### config.mk
export PLATFORM = sky130hd
export DESIGN_NAME = mcr_config_top
export DESIGN_NICKNAME = d
export VERILOG_FILES = /design/src/shared/mcr_pkg.sv /design/src/shared/mcr_cfg_if.sv /design/src/logic/mcr_addr_mux.sv /design/src/logic/mcr_config_top.sv /design/src/logic/mcr_refresh.sv
export SDC_FILE = /design/constraint.sdc
export NUM_CORES = 1
export LEC_CHECK = 0
export ABC_AREA = 1
export ABC_CLOCK_PERIOD_IN_PS = 5960
export BUFFER_PORTS_ARGS = -buffer_cell sky130_fd_sc_hd__buf_2
export CAP_MARGIN = 20
export CORE_MARGIN = 2
export CORE_UTILIZATION = 25
export CTS_CLUSTER_DIAMETER = 30
export DETAILED_ROUTE_END_ITERATION = 16
export SYNTH_ARGS = -nofsm -noshare
export SYNTH_HDL_FRONTEND = slang
export SYNTH_HIERARCHICAL = 1
export SYNTH_SLANG_ARGS = --single-unit
### constraint.sdc
create_clock -name clk -period 5.96 [get_ports clk]
set_clock_uncertainty 0.2 [all_clocks]
set_input_delay 0.894 -clock clk [delete_from_list [all_inputs] [get_ports clk]]
set_output_delay 0.894 -clock clk [all_outputs]
set_load 0.02 [all_outputs]
### src/shared/mcr_pkg.sv
// Constants and types for the memory configuration and refresh block
`default_nettype none
package mcr_pkg;
	// ----------------------------------------------------------------
	// Configuration register layout
	// ----------------------------------------------------------------
	localparam int unsigned       MCR_BIT_BYTE_ORDER = 0;
	localparam int unsigned       MCR_MAP_LSB        = 1;
	localparam int unsigned       MCR_BIT_LOCK       = 3;
	localparam int unsigned       MCR_BIT_VRAM_MASK  = 8;
	localparam int unsigned       MCR_RR_LSB         = 10;
	localparam logic [15:0]       MCR_CFG_RESET      = 16'h0000;
	localparam logic [15:0]       MCR_CFG_WMASK      = 16'h1D0F;
	localparam logic [3:0]        MCR_VEC_BITS       = 4'hF;
	// Fixed address of the reset vector
	localparam logic [31:0]       MCR_VEC_ADDR       = 32'hFFFFFFE0;
	// ----------------------------------------------------------------
	// Refresh scheduling
	// ----------------------------------------------------------------
	localparam logic [3:0]        MCR_PEND_MAX       = 4'hF;
	localparam logic [3:0]        MCR_PEND_URGENT    = 4'hC;
	localparam logic [3:0]        MCR_PEND_OVER_CPU  = 4'h4;
	localparam logic [2:0]        MCR_RR_UNDEF       = 3'h6;
	localparam logic [2:0]        MCR_RR_OFF         = 3'h7;
	localparam int unsigned       MCR_RR_BASE_LOG2   = 3;
	// ----------------------------------------------------------------
	// Address multiplexing
	// ----------------------------------------------------------------
	localparam int unsigned       MCR_ROW_BASE       = 12;
	localparam int unsigned       MCR_COL_BASE       = 4;
	localparam int unsigned       MCR_WORD_SEL       = 4;
	localparam int unsigned       MCR_LINES          = 13;
	// Boot sequence states
	typedef enum logic [1:0] {
		MCR_BOOT_SAMPLE,
		MCR_BOOT_VECTOR,
		MCR_BOOT_RUN
	} mcr_boot_type;
	// Memory slot owner
	typedef enum logic [1:0] {
		MCR_SLOT_NONE,
		MCR_SLOT_REFRESH,
		MCR_SLOT_MASK,
		MCR_SLOT_CPU
	} mcr_slot_type;
endpackage
`default_nettype wire

### src/shared/mcr_cfg_if.sv
// Configuration fields and refresh status shared between submodules
`default_nettype none
interface mcr_cfg_if;
	logic       [1:0] row_column_map_mode;     // Address map field
	logic       [2:0] refresh_interval_select; // Refresh period code
	logic       [3:0] pending;                 // Pending refreshes
	logic             refresh_done;            // Refresh cycle performed
	logic             refresh_retry;           // Refresh ended by retry
	modport ctl  (output row_column_map_mode, refresh_interval_select,
		refresh_done, refresh_retry, input pending);
	modport mux  (input row_column_map_mode);
	modport refr (input refresh_interval_select, refresh_done,
		refresh_retry, output pending);
endinterface
`default_nettype wire

### src/logic/mcr_addr_mux.sv
// Row and column address multiplexer for the memory address lines
`default_nettype none
module mcr_addr_mux
	import mcr_pkg::*;
(
	input  wire logic        clk,          // System clock
	input  wire logic        resetn,       // Async reset, active low
	mcr_cfg_if.mux           cfg,          // Configuration fields
	input  wire logic [31:0] logical_addr, // Logical bit address
	input  wire logic        row_phase,    // High at row-address time
	input  wire logic        column_shift_select, // Shifted column
	output logic      [12:0] multiplexed_address_lines // Address pins
);
	logic [12:0] next_lines; // Combinational line value
	logic        sel;        // 16-bit word select

	// Select the logical bits for each address line
	always_comb begin
		sel = logical_addr[MCR_WORD_SEL];
		next_lines = logical_addr[MCR_COL_BASE +: MCR_LINES];
		if (row_phase) begin
			// Window moves up one bit per map step
			next_lines = logical_addr[(MCR_ROW_BASE +
				32'(cfg.row_column_map_mode)) +: MCR_LINES];
		end else if (column_shift_select) begin
			// Middle bits shifted, lines 0-1 by map, 11-12 word select, line 12 by map in mode 3
			next_lines[10:2] = logical_addr[13:5];
			next_lines[11] = sel;
			next_lines[12] = sel;
			case (cfg.row_column_map_mode)
				2'h0: begin
					next_lines[0] = logical_addr[23];
					next_lines[1] = logical_addr[22];
				end
				2'h1: begin
					next_lines[0] = logical_addr[26];
					next_lines[1] = logical_addr[14];
				end
				2'h2: begin
					next_lines[0] = logical_addr[15];
					next_lines[1] = logical_addr[14];
				end
				default: begin
					next_lines[0] = logical_addr[28];
					next_lines[1] = logical_addr[14];
					next_lines[12] = logical_addr[16];
				end
			endcase
		end
	end

	// Registered address pins
	always_ff @(posedge clk or negedge resetn) begin
		if (!resetn) begin
			multiplexed_address_lines <= 13'h0000;
		end else begin
			multiplexed_address_lines <= next_lines;
		end
	end
endmodule
`default_nettype wire

### src/logic/mcr_config_top.sv
// Memory configuration register, boot load, refresh and slot arbiter
`default_nettype none
module mcr_config_top
	import mcr_pkg::*;
(
	input  wire logic        clk,            // System clock
	input  wire logic        resetn,         // Async reset, active low
	input  wire logic        host_present,   // Host-present strap
	input  wire logic        host_reset_req, // Software reset pulse
	input  wire logic        cfg_write,      // Config write strobe
	input  wire logic [15:0] cfg_wdata,      // Config write data
	output logic      [15:0] cfg_rdata,      // Config read value
	output logic             vec_read_req,   // Reset vector read
	output logic      [31:0] vec_read_addr,  // Reset vector address
	input  wire logic        vec_read_ack,   // Vector data valid
	input  wire logic [31:0] vec_read_data,  // Vector data
	output logic             fetch_enable,   // Instruction fetch ok
	output logic      [31:0] fetch_start,    // Fetch start address
	input  wire logic        plane_mask_write, // Plane mask strobe
	input  wire logic [31:0] plane_mask_data,  // Plane mask value
	output logic      [31:0] write_mask_value, // Inverted mask
	output logic             masked_write_mode, // Use masked cycles
	input  wire logic        vram_block_fill_op, // Block fill issue
	input  wire logic        vram_block_copy_op, // Block copy issue
	output logic             vram_block_go,  // Block op proceeds
	input  wire logic        mem_slot_free,  // Memory slot open
	input  wire logic        cpu_mem_req,    // Processor memory req
	output logic      [1:0]  slot_grant,     // Slot owner, one cycle
	input  wire logic        refresh_complete, // Refresh finished
	input  wire logic        refresh_retried,  // Refresh retried
	input  wire logic        mask_load_done,   // Mask load finished
	output logic             mask_load_pending, // Mask load waiting
	output logic      [3:0]  refresh_pending,   // Pending count
	output logic             byte_order_select, // Big endian
	input  wire logic [31:0] logical_addr,      // Logical address
	input  wire logic        row_phase,         // Row-address time
	input  wire logic        column_shift_select, // Column shift
	output logic      [12:0] multiplexed_address_lines // Addr pins
);
	// ----------------------------------------------------------------
	// Internal state
	// ----------------------------------------------------------------
	mcr_cfg_if      cfg_bus ();     // Link to submodules
	mcr_boot_type   boot;           // Boot sequence state
	mcr_slot_type   next_slot;      // Slot decision
	logic    [15:0] config_reg;     // Configuration register
	logic    [15:0] next_config;    // Write merge result
	logic           lock;           // Low byte lock bit
	logic           mask_en;        // VRAM mask support
	logic    [31:0] plane_mask;     // Copy of plane mask
	logic           urgent;         // Twelve or more pending
	logic           over_cpu;       // Four or more pending

	assign lock    = config_reg[MCR_BIT_LOCK];
	assign mask_en = config_reg[MCR_BIT_VRAM_MASK];
	assign urgent  = cfg_bus.pending >= MCR_PEND_URGENT;
	assign over_cpu = cfg_bus.pending >= MCR_PEND_OVER_CPU;
	assign cfg_bus.row_column_map_mode =
		config_reg[MCR_MAP_LSB +: 2];
	assign cfg_bus.refresh_interval_select =
		config_reg[MCR_RR_LSB +: 3];
	assign cfg_bus.refresh_done  = refresh_complete && !refresh_retried;
	assign cfg_bus.refresh_retry = refresh_retried;

	// ----------------------------------------------------------------
	// Submodules
	// ----------------------------------------------------------------
	mcr_addr_mux u_mux (
		.clk                       (clk),
		.resetn                    (resetn),
		.cfg                       (cfg_bus),
		.logical_addr              (logical_addr),
		.row_phase                 (row_phase),
		.column_shift_select       (column_shift_select),
		.multiplexed_address_lines (multiplexed_address_lines)
	);

	mcr_refresh u_refresh (
		.clk    (clk),
		.resetn (resetn),
		.cfg    (cfg_bus)
	);

	// ----------------------------------------------------------------
	// Configuration register
	// ----------------------------------------------------------------
	// Merge a software write with the lock
	always_comb begin
		next_config = cfg_wdata & MCR_CFG_WMASK; // Bit 4 unused
		if (lock) begin
			next_config[7:0] = config_reg[7:0];
		end
	end

	// Register update: reset, vector load, software write
	always_ff @(posedge clk or negedge resetn) begin
		if (!resetn) begin
			config_reg <= MCR_CFG_RESET;
		end else if (host_reset_req) begin
			config_reg <= MCR_CFG_RESET; // Clears the lock
		end else if (boot == MCR_BOOT_VECTOR && vec_read_ack) begin
			config_reg[3:0] <= vec_read_data[3:0] & MCR_VEC_BITS;
		end else if (cfg_write && boot == MCR_BOOT_RUN) begin
			config_reg <= next_config; // Lock never cleared here
		end
	end

	// Read-back copy
	always_ff @(posedge clk or negedge resetn) begin
		if (!resetn) begin
			cfg_rdata <= MCR_CFG_RESET;
		end else begin
			cfg_rdata <= config_reg;
		end
	end

	// Endian select output
	always_ff @(posedge clk or negedge resetn) begin
		if (!resetn) begin
			byte_order_select <= 1'b0;
		end else begin
			byte_order_select <= config_reg[MCR_BIT_BYTE_ORDER];
		end
	end

	// ----------------------------------------------------------------
	// Boot sequence
	// ----------------------------------------------------------------
	// Strap sampled after release; host mode skips the vector
	always_ff @(posedge clk or negedge resetn) begin
		if (!resetn) begin
			boot          <= MCR_BOOT_SAMPLE;
			vec_read_req  <= 1'b0;
			vec_read_addr <= 32'h00000000;
			fetch_enable  <= 1'b0;
			fetch_start   <= 32'h00000000;
		end else if (host_reset_req) begin
			boot          <= MCR_BOOT_SAMPLE;
			vec_read_req  <= 1'b0;
			fetch_enable  <= 1'b0;
		end else begin
			case (boot)
				MCR_BOOT_SAMPLE: begin
					if (host_present) begin
						boot         <= MCR_BOOT_RUN;
						fetch_enable <= 1'b1;
					end else begin
						boot          <= MCR_BOOT_VECTOR;
						vec_read_req  <= 1'b1;
						vec_read_addr <= MCR_VEC_ADDR;
					end
				end
				MCR_BOOT_VECTOR: begin
					if (vec_read_ack) begin
						boot         <= MCR_BOOT_RUN;
						vec_read_req <= 1'b0;
						fetch_enable <= 1'b1; // Same edge as copy
						// Word aligned start
						fetch_start  <= {vec_read_data[31:4], 4'h0};
					end
				end
				MCR_BOOT_RUN: begin
					vec_read_req <= 1'b0;
				end
				default: begin
					boot <= MCR_BOOT_SAMPLE;
				end
			endcase
		end
	end

	// ----------------------------------------------------------------
	// VRAM write mask
	// ----------------------------------------------------------------
	// Plane mask copy and inverted load value
	always_ff @(posedge clk or negedge resetn) begin
		if (!resetn) begin
			plane_mask       <= 32'h00000000;
			write_mask_value <= 32'hFFFFFFFF;
		end else if (plane_mask_write) begin
			plane_mask       <= plane_mask_data;
			write_mask_value <= ~plane_mask_data;
		end
	end

	// Load request: a new write wins over completion
	always_ff @(posedge clk or negedge resetn) begin
		if (!resetn) begin
			mask_load_pending <= 1'b0;
		end else if (plane_mask_write && mask_en) begin
			mask_load_pending <= 1'b1;
		end else if (mask_load_done) begin
			mask_load_pending <= 1'b0;
		end
	end

	// Masked cycles and block ops
	always_ff @(posedge clk or negedge resetn) begin
		if (!resetn) begin
			masked_write_mode <= 1'b0;
			vram_block_go     <= 1'b0;
		end else begin
			masked_write_mode <= mask_en && (plane_mask != 32'h00000000);
			vram_block_go <= vram_block_fill_op || vram_block_copy_op;
		end
	end

	// ----------------------------------------------------------------
	// Memory slot arbiter
	// ----------------------------------------------------------------
	// Priority: urgent refresh, mask load, refresh over cpu, cpu
	always_comb begin
		next_slot = MCR_SLOT_NONE;
		if (mem_slot_free) begin
			if (urgent) begin
				next_slot = MCR_SLOT_REFRESH;
			end else if (mask_load_pending && !mask_load_done) begin
				// Finished load is not issued a second time
				next_slot = MCR_SLOT_MASK;
			end else if (over_cpu) begin
				next_slot = MCR_SLOT_REFRESH;
			end else if (cpu_mem_req) begin
				next_slot = MCR_SLOT_CPU;
			end else if (cfg_bus.pending != 4'h0) begin
				next_slot = MCR_SLOT_REFRESH;
			end
		end
	end

	// Registered grant, processor grant held off while mask load waits
	always_ff @(posedge clk or negedge resetn) begin
		if (!resetn) begin
			slot_grant <= MCR_SLOT_NONE;
		end else if (next_slot == MCR_SLOT_CPU && mask_load_pending) begin
			slot_grant <= MCR_SLOT_NONE;
		end else begin
			slot_grant <= next_slot;
		end
	end

	// Pending count out
	always_ff @(posedge clk or negedge resetn) begin
		if (!resetn) begin
			refresh_pending <= 4'h0;
		end else begin
			refresh_pending <= cfg_bus.pending;
		end
	end
endmodule
`default_nettype wire

### src/logic/mcr_refresh.sv
// Refresh interval timer and pending-refresh counter
`default_nettype none
module mcr_refresh
	import mcr_pkg::*;
(
	input  wire logic clk,    // System clock
	input  wire logic resetn, // Async reset, active low
	mcr_cfg_if.refr   cfg     // Interval code, status
);
	logic [7:0] interval;  // Machine-state counter
	logic [7:0] last;      // Final count of the period
	logic       tick;      // Refresh request scheduled
	logic       off;       // Refresh disabled
	logic [3:0] pend;      // Pending refreshes

	assign cfg.pending = pend;

	// Period is 8 shifted left by the code
	always_comb begin
		off  = (cfg.refresh_interval_select == MCR_RR_OFF) ||
			(cfg.refresh_interval_select == MCR_RR_UNDEF);
		last = 8'((9'h001 << (MCR_RR_BASE_LOG2 +
			32'(cfg.refresh_interval_select))) - 9'h001);
		tick = !off && (interval >= last);
	end

	// Interval counter
	always_ff @(posedge clk or negedge resetn) begin
		if (!resetn) begin
			interval <= 8'h00;
		end else if (off || tick) begin
			interval <= 8'h00;
		end else begin
			interval <= interval + 8'h01;
		end
	end

	// Pending count: up on tick, down on done, not on retry
	always_ff @(posedge clk or negedge resetn) begin
		if (!resetn) begin
			pend <= 4'h0;
		end else if (tick && !cfg.refresh_done) begin
			// Overflow drops all sixteen
			pend <= (pend == MCR_PEND_MAX) ? 4'h0 : pend + 4'h1;
		end else if (!tick && cfg.refresh_done && !cfg.refresh_retry &&
			pend != 4'h0) begin
			pend <= pend - 4'h1;
		end
	end
endmodule
`default_nettype wire

==> results of run 1 <==
[cell usage in the layout, fill, tap and decap left out, types with 14 or more instances in the layout]
master	Yosys	final
buf_2	6	231
nand2_1	180	180
dfrtp_1	115	115
inv_1	55	55
nor2_1	41	41
nand3_1	39	39
o21ai_0	39	39
o21a_1	33	33
dfstp_2	32	32
mux2_2	19	19
conb_1	2	18
clkbuf_16	0	17
o211ai_1	14	14
[final cells by class]
class	count	area, µm²
clock buffers	17	425
clock inverters	15	135
fillers	2902	18800
inverters	59	223
multi-input cells	467	2600
flip-flops and latches	147	3720
well taps	378	473
repair buffers	234	1180
[metrics by stage]
stage / power [µW] / setup WS [ns] / utilization (%)
after floorplan: 2150 / 3.79 / -
after global placement: 2460 / 3.18 / 29.7
after detailed placement: 2480 / 3.16 / 29.7
after CTS: 3560 / 3.46 / 31.8
after global routing: 3730 / 3.30 / 31.8
final: 3490 / 3.51 / 31.8
[metal layers]
metal | vias up | wire length [µm] | GRT usage (%)
met5 | - | 0 | 0
met4 | 0 | 250 | 3.86
met3 | 12 | 1150 | 3.65
met1 | 2540 | 7300 | 14.4
li1 | 2686 | - | -
met2 | 158 | 7740 | 17.9
[cell usage after synthesis, types with 2 or more instances]
cell	n	area share (%)
a21oi_1	10	0.72
buf_1	3	0.16
buf_2	6	0.43
buf_4	48	5.2
buf_6	2	0.32
clkbuf_1	8	0.43
conb_1	2	0.11
dfrtp_1	115	41
dfstp_2	32	12
ha_1	13	2.3
inv_1	55	3.0
inv_2	3	0.16
mux2_2	19	3.1
mux2_4	9	1.9
nand2_1	180	9.7
nand2_2	6	0.54
nand2_4	4	0.65
nand3_1	39	2.8
nand3_4	2	0.50
nand4_1	4	0.36
nor2_1	41	2.2
nor3_1	3	0.22
nor3b_1	3	0.32
o211ai_1	14	1.5
o21a_1	33	3.6
o21ai_0	39	2.8
o21ai_1	6	0.43
o21ai_2	2	0.25
or2_2	11	0.99
xnor2_1	2	0.25
xor2_1	2	0.25
[where the power goes]
group          switching, µW  leakage [µW]  total [µW]  internal [µW]
Combinational            642       0.00239        1070            423
Clock                    483      0.000274        1040            554
Sequential               150       0.00176        1390           1240
Total                   1270       0.00442        3490           2220
[worst paths after layout]
check,slack [ns],to,cells past startpoint,start
max,3.51,vec_read_addr[22],1,vec_read_addr[5]
min,0.20,cfg_rdata[0],0,config_reg[0]
max reg2reg,3.62,fetch_start[27],5,boot[0]
min reg2reg,0.20,cfg_rdata[0],0,config_reg[0]
max in group asynchronous,3.90,plane_mask[23],2,resetn
min in group asynchronous,0.32,plane_mask[15],1,resetn
[kinds of logic after synthesis]
group | after synthesis | share of synthesized area, %
AOI/OAI and AO/OA | 108 | 9.90
xor gates and xnor gates | 4 | 0.504
adders and majority gates | 13 | 2.34
buffers and inverters | 127 | 9.96
DFF | 147 | 53.5
muxes | 28 | 5.02
other | 2 | 0.108
and+or+nand+nor | 296 | 18.7
==> flow_summary.yaml, run 1 <==
grt:
  grt_pass1_wl_um: 25900
  grtUsageTotal_pct: 11.3
  grt-ovfl-total: 0
  grt_max_degree: 93
  grt_pass1_vias: 5151
  antenna_found_initial: 0
logic_synthesis:
  synth_edf_count: 0
  synth-seq-cells: 147
  ys_seq_area_share_pct: 53.5
  synthCells: 725
  yosysWarnings: 6
  syn_avg_cell_area_um2: 9.59
  async_flop_share_pct: 100
  yosysUniqueCellTypes: 40
  synth_flop_cell: "dfrtp_1"
  synth_area_mm2: 0.00695
clocking:
  clk_pin_slew_ns: 0.07
  clockBufferDepth: 2
  cts.sinks: 147
  cts_buffers: 17
  cts_resized: 0
  hold_buffers: 0
  clkLatencyLatePin_ns: 0.42
  htreeDepth: 4
  cts-root-buf: "clkbuf_16"
  cts_tree: "built"
  post_cts_buffers: 0
route:
  drt_pass1_iterations: 4
  via_count: 5396
  postRouteAntennaNets: 0
  drt-initial-drc-count: 319
  wl_um: 16400
  vias_per_cell: 4.10
  drc_errors: 0
  wl_per_cell_um: 12.5
power_and_ir_drop:
  irDropWorstVdd_mv: 0.173
  powerDensity_mw_per_mm2: 399
  p_leak_uw: 0.00442
sta:
  slew_violations: 0
  relSlewSlack_pct: 39.1
  finalHoldWorstSlack_ns: 0.199
  hold_violations: 0
  tns_ns: 0
  fmax_ghz: 0.408
  finalSetupViolCount: 0
  tightest_slew_ns: 0.910
  rsz0062_at_grt: "false"
  finalCriticalPeriod_ns: 2.45
  finalCritPeriodShare_pct: 41.1
worst_setup_path:
  start_kind: "flip-flop"
  path_delay_family: "flip-flops"
  critPathMaxStageDelay_ns: 0.68
  cp.required_ns: 4.87
  path_max_fanout: 28
  crit_path_end_kind: "output port"
  crit_arrival_ns: 1.36
  path_buf_inv: 1
  crit_type: "flip-flop to output port"
  critical-path-slowest-cell: "dfrtp_1"
  path_cells: "buf_2"
placement:
  dp_hpwl_um: 12100
  io_buffer_count: 232
  gp_congestion: 0.832
  dpl_cell_area_mm2: 0.00820
  placedCellCount: 1285
layout:
  fin_nets: 1067
  finalNonFillerCells: 1317
  fin_area_mm2: 0.00876
  n_antenna_cell: 0
  top_regs: "plane_mask: 32 flops, write_mask_value: 32 flops, fetch_start: 28 flops"
  area_growth_pct: 26.0
  drive_above_1_share_pct: 38.2
die:
  start_util_pct: 25.2
  fp.coreArea_mm2: 0.0276
  dieArea_mm2: 0.0291
  die_w_um: 171
  ioPinCount: 265
  die_h_um: 171
  rows: 61
outcome:
  status: "finished clean"
worst_hold_path:
  hold_class: "flip-flop to flip-flop"
flow_run:
  drv_cap: 0
No activity file was read; power rests on OpenSTA's default activity.
==> inputs of run 2 (changes only) <==
--- a/config.mk
+++ b/config.mk
@@ -5,8 +5,8 @@
 export SDC_FILE = /design/constraint.sdc
 export NUM_CORES = 1
 export LEC_CHECK = 0
-export ABC_AREA = 1
-export ABC_CLOCK_PERIOD_IN_PS = 5960
+export ABC_AREA = 0
+export ABC_CLOCK_PERIOD_IN_PS = 2300
 export BUFFER_PORTS_ARGS = -buffer_cell sky130_fd_sc_hd__buf_2
 export CAP_MARGIN = 20
 export CORE_MARGIN = 2
==> constraint.sdc (replaced) <==
create_clock -name clk -period 2.3 [get_ports clk]
set_clock_uncertainty 0.2 [all_clocks]
set_input_delay 0.345 -clock clk [delete_from_list [all_inputs] [get_ports clk]]
set_output_delay 0.345 -clock clk [all_outputs]
set_load 0.02 [all_outputs]
==> flow_summary.yaml, run 2 <==
grt:
  grt_pass1_wl_um: 26300
  antenna_found_initial: 0
  grtUsageTotal_pct: 11.4
  grt-ovfl-total: 0
  grt_pass1_vias: 5041
  grt_max_degree: 51
die:
  ioPinCount: 265
  rows: 61
  die_w_um: 171
  die_h_um: 171
  start_util_pct: 25.2
  fp.coreArea_mm2: 0.0276
  dieArea_mm2: 0.0291
power_and_ir_drop:
  netSwitchingFraction_pct: 34.1
  irDropWorstVdd_mv: 0.437
  switchingPower_uw: 3220
  total_power_uw: 9440
  p_int_uw: 6220
  p_clk_share_pct: 30.8
  combPwrFrac_pct: 30.7
  p_seq_share_pct: 38.5
  p_leak_uw: 0.00464
  powerDensity_mw_per_mm2: 969
placement:
  gp_congestion: 0.829
  dp_hpwl_um: 11700
  dpl_cell_area_mm2: 0.00839
  io_buffer_count: 232
route:
  drt_pass1_iterations: 5
  drt-initial-drc-count: 242
  drc_errors: 0
  postRouteAntennaNets: 0
  wl_per_cell_um: 13.3
  vias_per_cell: 4.08
  via_count: 5093
  wl_um: 16600
logic_synthesis:
  yosysMostFrequentCell: "dfrtp_1"
  synth_top_family_by_area: "multiplexers"
  yosysTopAreaCellShare_pct: 41.4
  synth_mux_area_share_pct: 21.0
  synth_area_mm2: 0.00695
  synth.top_cells.by_area: "dfrtp_1 (41%), dfstp_2 (12%), mux2_2 (11%)"
  yosys.area_share.xor_xnor_pct: 0.756
  synthCells: 566
  synth-seq-cells: 147
  netlist_top_cells_count: "dfrtp_1 (115), mux2_2 (68), mux2i_1 (51)"
  synth_edf_count: 0
  synth_flop_cell: "dfrtp_1"
  async_flop_share_pct: 100
  syn_avg_cell_area_um2: 12.3
  yosysUniqueCellTypes: 53
  ys_seq_area_share_pct: 53.5
  synthSimpleGateAreaFrac_pct: 6.72
  yosys.area.top_type: "dfrtp_1"
  synth_compound_area_share_pct: 6.57
  yosysWarnings: 6
  synth_fa_ha_area_share_pct: 2.34
worst_setup_path:
  timing.rr.start: "config_reg[12]"
  crit_arrival_ns: 2.37
  reg2regPathDepth: 9
  critPathMaxStageDelay_ns: 0.44
  crit_type: "flip-flop to flip-flop"
  r2r-end: "u_refresh/cfg.pending[3]"
  path_cells: "buf_6 -> inv_1 -> ha_1 -> nand4_1 -> a21oi_2 -> o21ai_2 -> buf_12 -> or3_2 -> o211a_1"
  critical-path-slowest-cell: "or3_2"
  crit_path_end_kind: "flip-flop"
  r2r_slack_ns: 0.04
  cp.required_ns: 2.41
  start_kind: "flip-flop"
  path_max_fanout: 9
worst_hold_path:
  hold_class: "primary input to flip-flop"
  hold_end: "config_reg[10]"
  worstHoldPathCells: 3
  hold_start: "cfg_wdata[10]"
clocking:
  clkLatencyLatePin_ns: 0.42
  clockBufferDepth: 2
  cts_tree: "built"
  clk_pin_slew_ns: 0.07
  cts.sinks: 147
  cts-root-buf: "clkbuf_16"
  htreeDepth: 4
  cts_buffers: 17
layout:
  area_growth_pct: 40.2
  final_cell_mix: "buf_2 (230), dfrtp_1 (113), dlygate4sd3_1 (70)"
  fin_nets: 998
  layout_commonest_cell: "buf_2"
  fillers: 2750
  fin_area_mm2: 0.00974
  utilization_pct: 35.4
  top_regs: "plane_mask: 32 flops, write_mask_value: 32 flops, fetch_start: 28 flops"
  multi_input_area_mm2: 0.00267
  register_area_mm2: 0.00372
  n_antenna_cell: 0
  drive_above_1_share_pct: 46.4
sta:
  rsz0062_at_grt: "true"
  hold_violations: 0
  finalSetupViolCount: 0
  tns_ns: 0
  finalHoldWorstSlack_ns: 0.0145
  relSlewSlack_pct: 53.9
  slew_violations: 0
  tightest_slew_ns: 0.692
  finalCritPeriodShare_pct: 98.2
  fmax_ghz: 0.443
  finalCriticalPeriod_ns: 2.26
flow_run:
  drv_cap: 0
outcome:
  status: "finished clean"
-- run 2: changes by cell type after synthesis, moves of 31 or more --
cell	previous run	this run
o21a_1	33	2
o21ai_0	39	8
mux2_2	19	68
nand3_1	39	6
nand2_1	180	16
mux2i_1	0	51
-- run 2: final cells by class --
cell class | instances | area share (%)
Timing Repair Buffer | 322 | 21.7
Tap cell | 378 | 4.86
Inverter | 41 | 1.58
Clock inverter | 15 | 1.93
Sequential cell | 147 | 38.2
Multi-Input combinational cell | 328 | 27.4
Clock buffer | 17 | 4.37
-- run 2: per-layer routing --
metal | wire length, µm | GRT usage (%)
met1 | 7640 | 14.6
met2 | 8050 | 18.8
met3 | 682 | 2.80
met4 | 181 | 3.75
met5 | 0 | 0
-- run 2: how the worst max path moves through the flow --
stage | from | end | slack [ns]
5_1_grt | config_reg[12] | u_refresh/cfg.pending[3] | -0.04
3_3_place_gp | config_reg[11] | u_refresh/cfg.pending[3] | 0.05
6_report | config_reg[12] | u_refresh/cfg.pending[3] | 0.04
3_5_place_dp | config_reg[11] | u_refresh/cfg.pending[3] | -0.007
2_1_floorplan | config_reg[11] | u_refresh/cfg.pending[2] | 0.26
4_1_cts | config_reg[11] | u_refresh/cfg.pending[3] | 0.001
-- run 2: worst max-delay path: cells and delay by family, from the launching register on --
kind                       cells  cell delay (ns)
and+or+nand+nor                2             0.54
DFF                            1             0.41
AOI/OAI and AO/OA              3             0.40
buffers and inverters          3             0.31
adders and majority gates      1             0.28
-- run 2: kinds of logic after synthesis --
group,after synthesis
buffers and inverters,107
DFF,147
muxes,127
AOI/OAI and AO/OA,69
adders and majority gates,13
xor gates and xnor gates,6
and+or+nand+nor,95
other,2
-- run 2: stage by stage --
| stage | std cells | setup WS, ns |
|---|---|---|
| 2_1_floorplan | 582 | 0.260 |
| 3_3_place_gp | 1143 | 0.0476 |
| 3_5_place_dp | 1143 | -0.00673 |
| 4_1_cts | 1247 | 0.00108 |
| 5_1_grt | 1248 | -0.0439 |
| 6_report | 1248 | 0.0417 |
-- run 2: timing repair --
action,4_1_cts,5_1_grt
buffers inserted,2,1
setup endpoints to repair,1,4
cloned,0,0
hold buffers,70,0
pin swaps,2,2
hold endpoints to repair,129,0
resized for setup,0,5
-- run 2: power by group through the flow --
| stage | combinational, µW | clock [µW] | sequential [µW] |
|---|---|---|---|
| detailed placement | 2790 | 0 | 3670 |
| finish | 2900 | 2910 | 3630 |
| global route | 3160 | 3150 | 3740 |
| global placement | 2740 | 0 | 3660 |
| CTS | 2910 | 3050 | 3640 |
| floorplan | 1410 | 0 | 4100 |
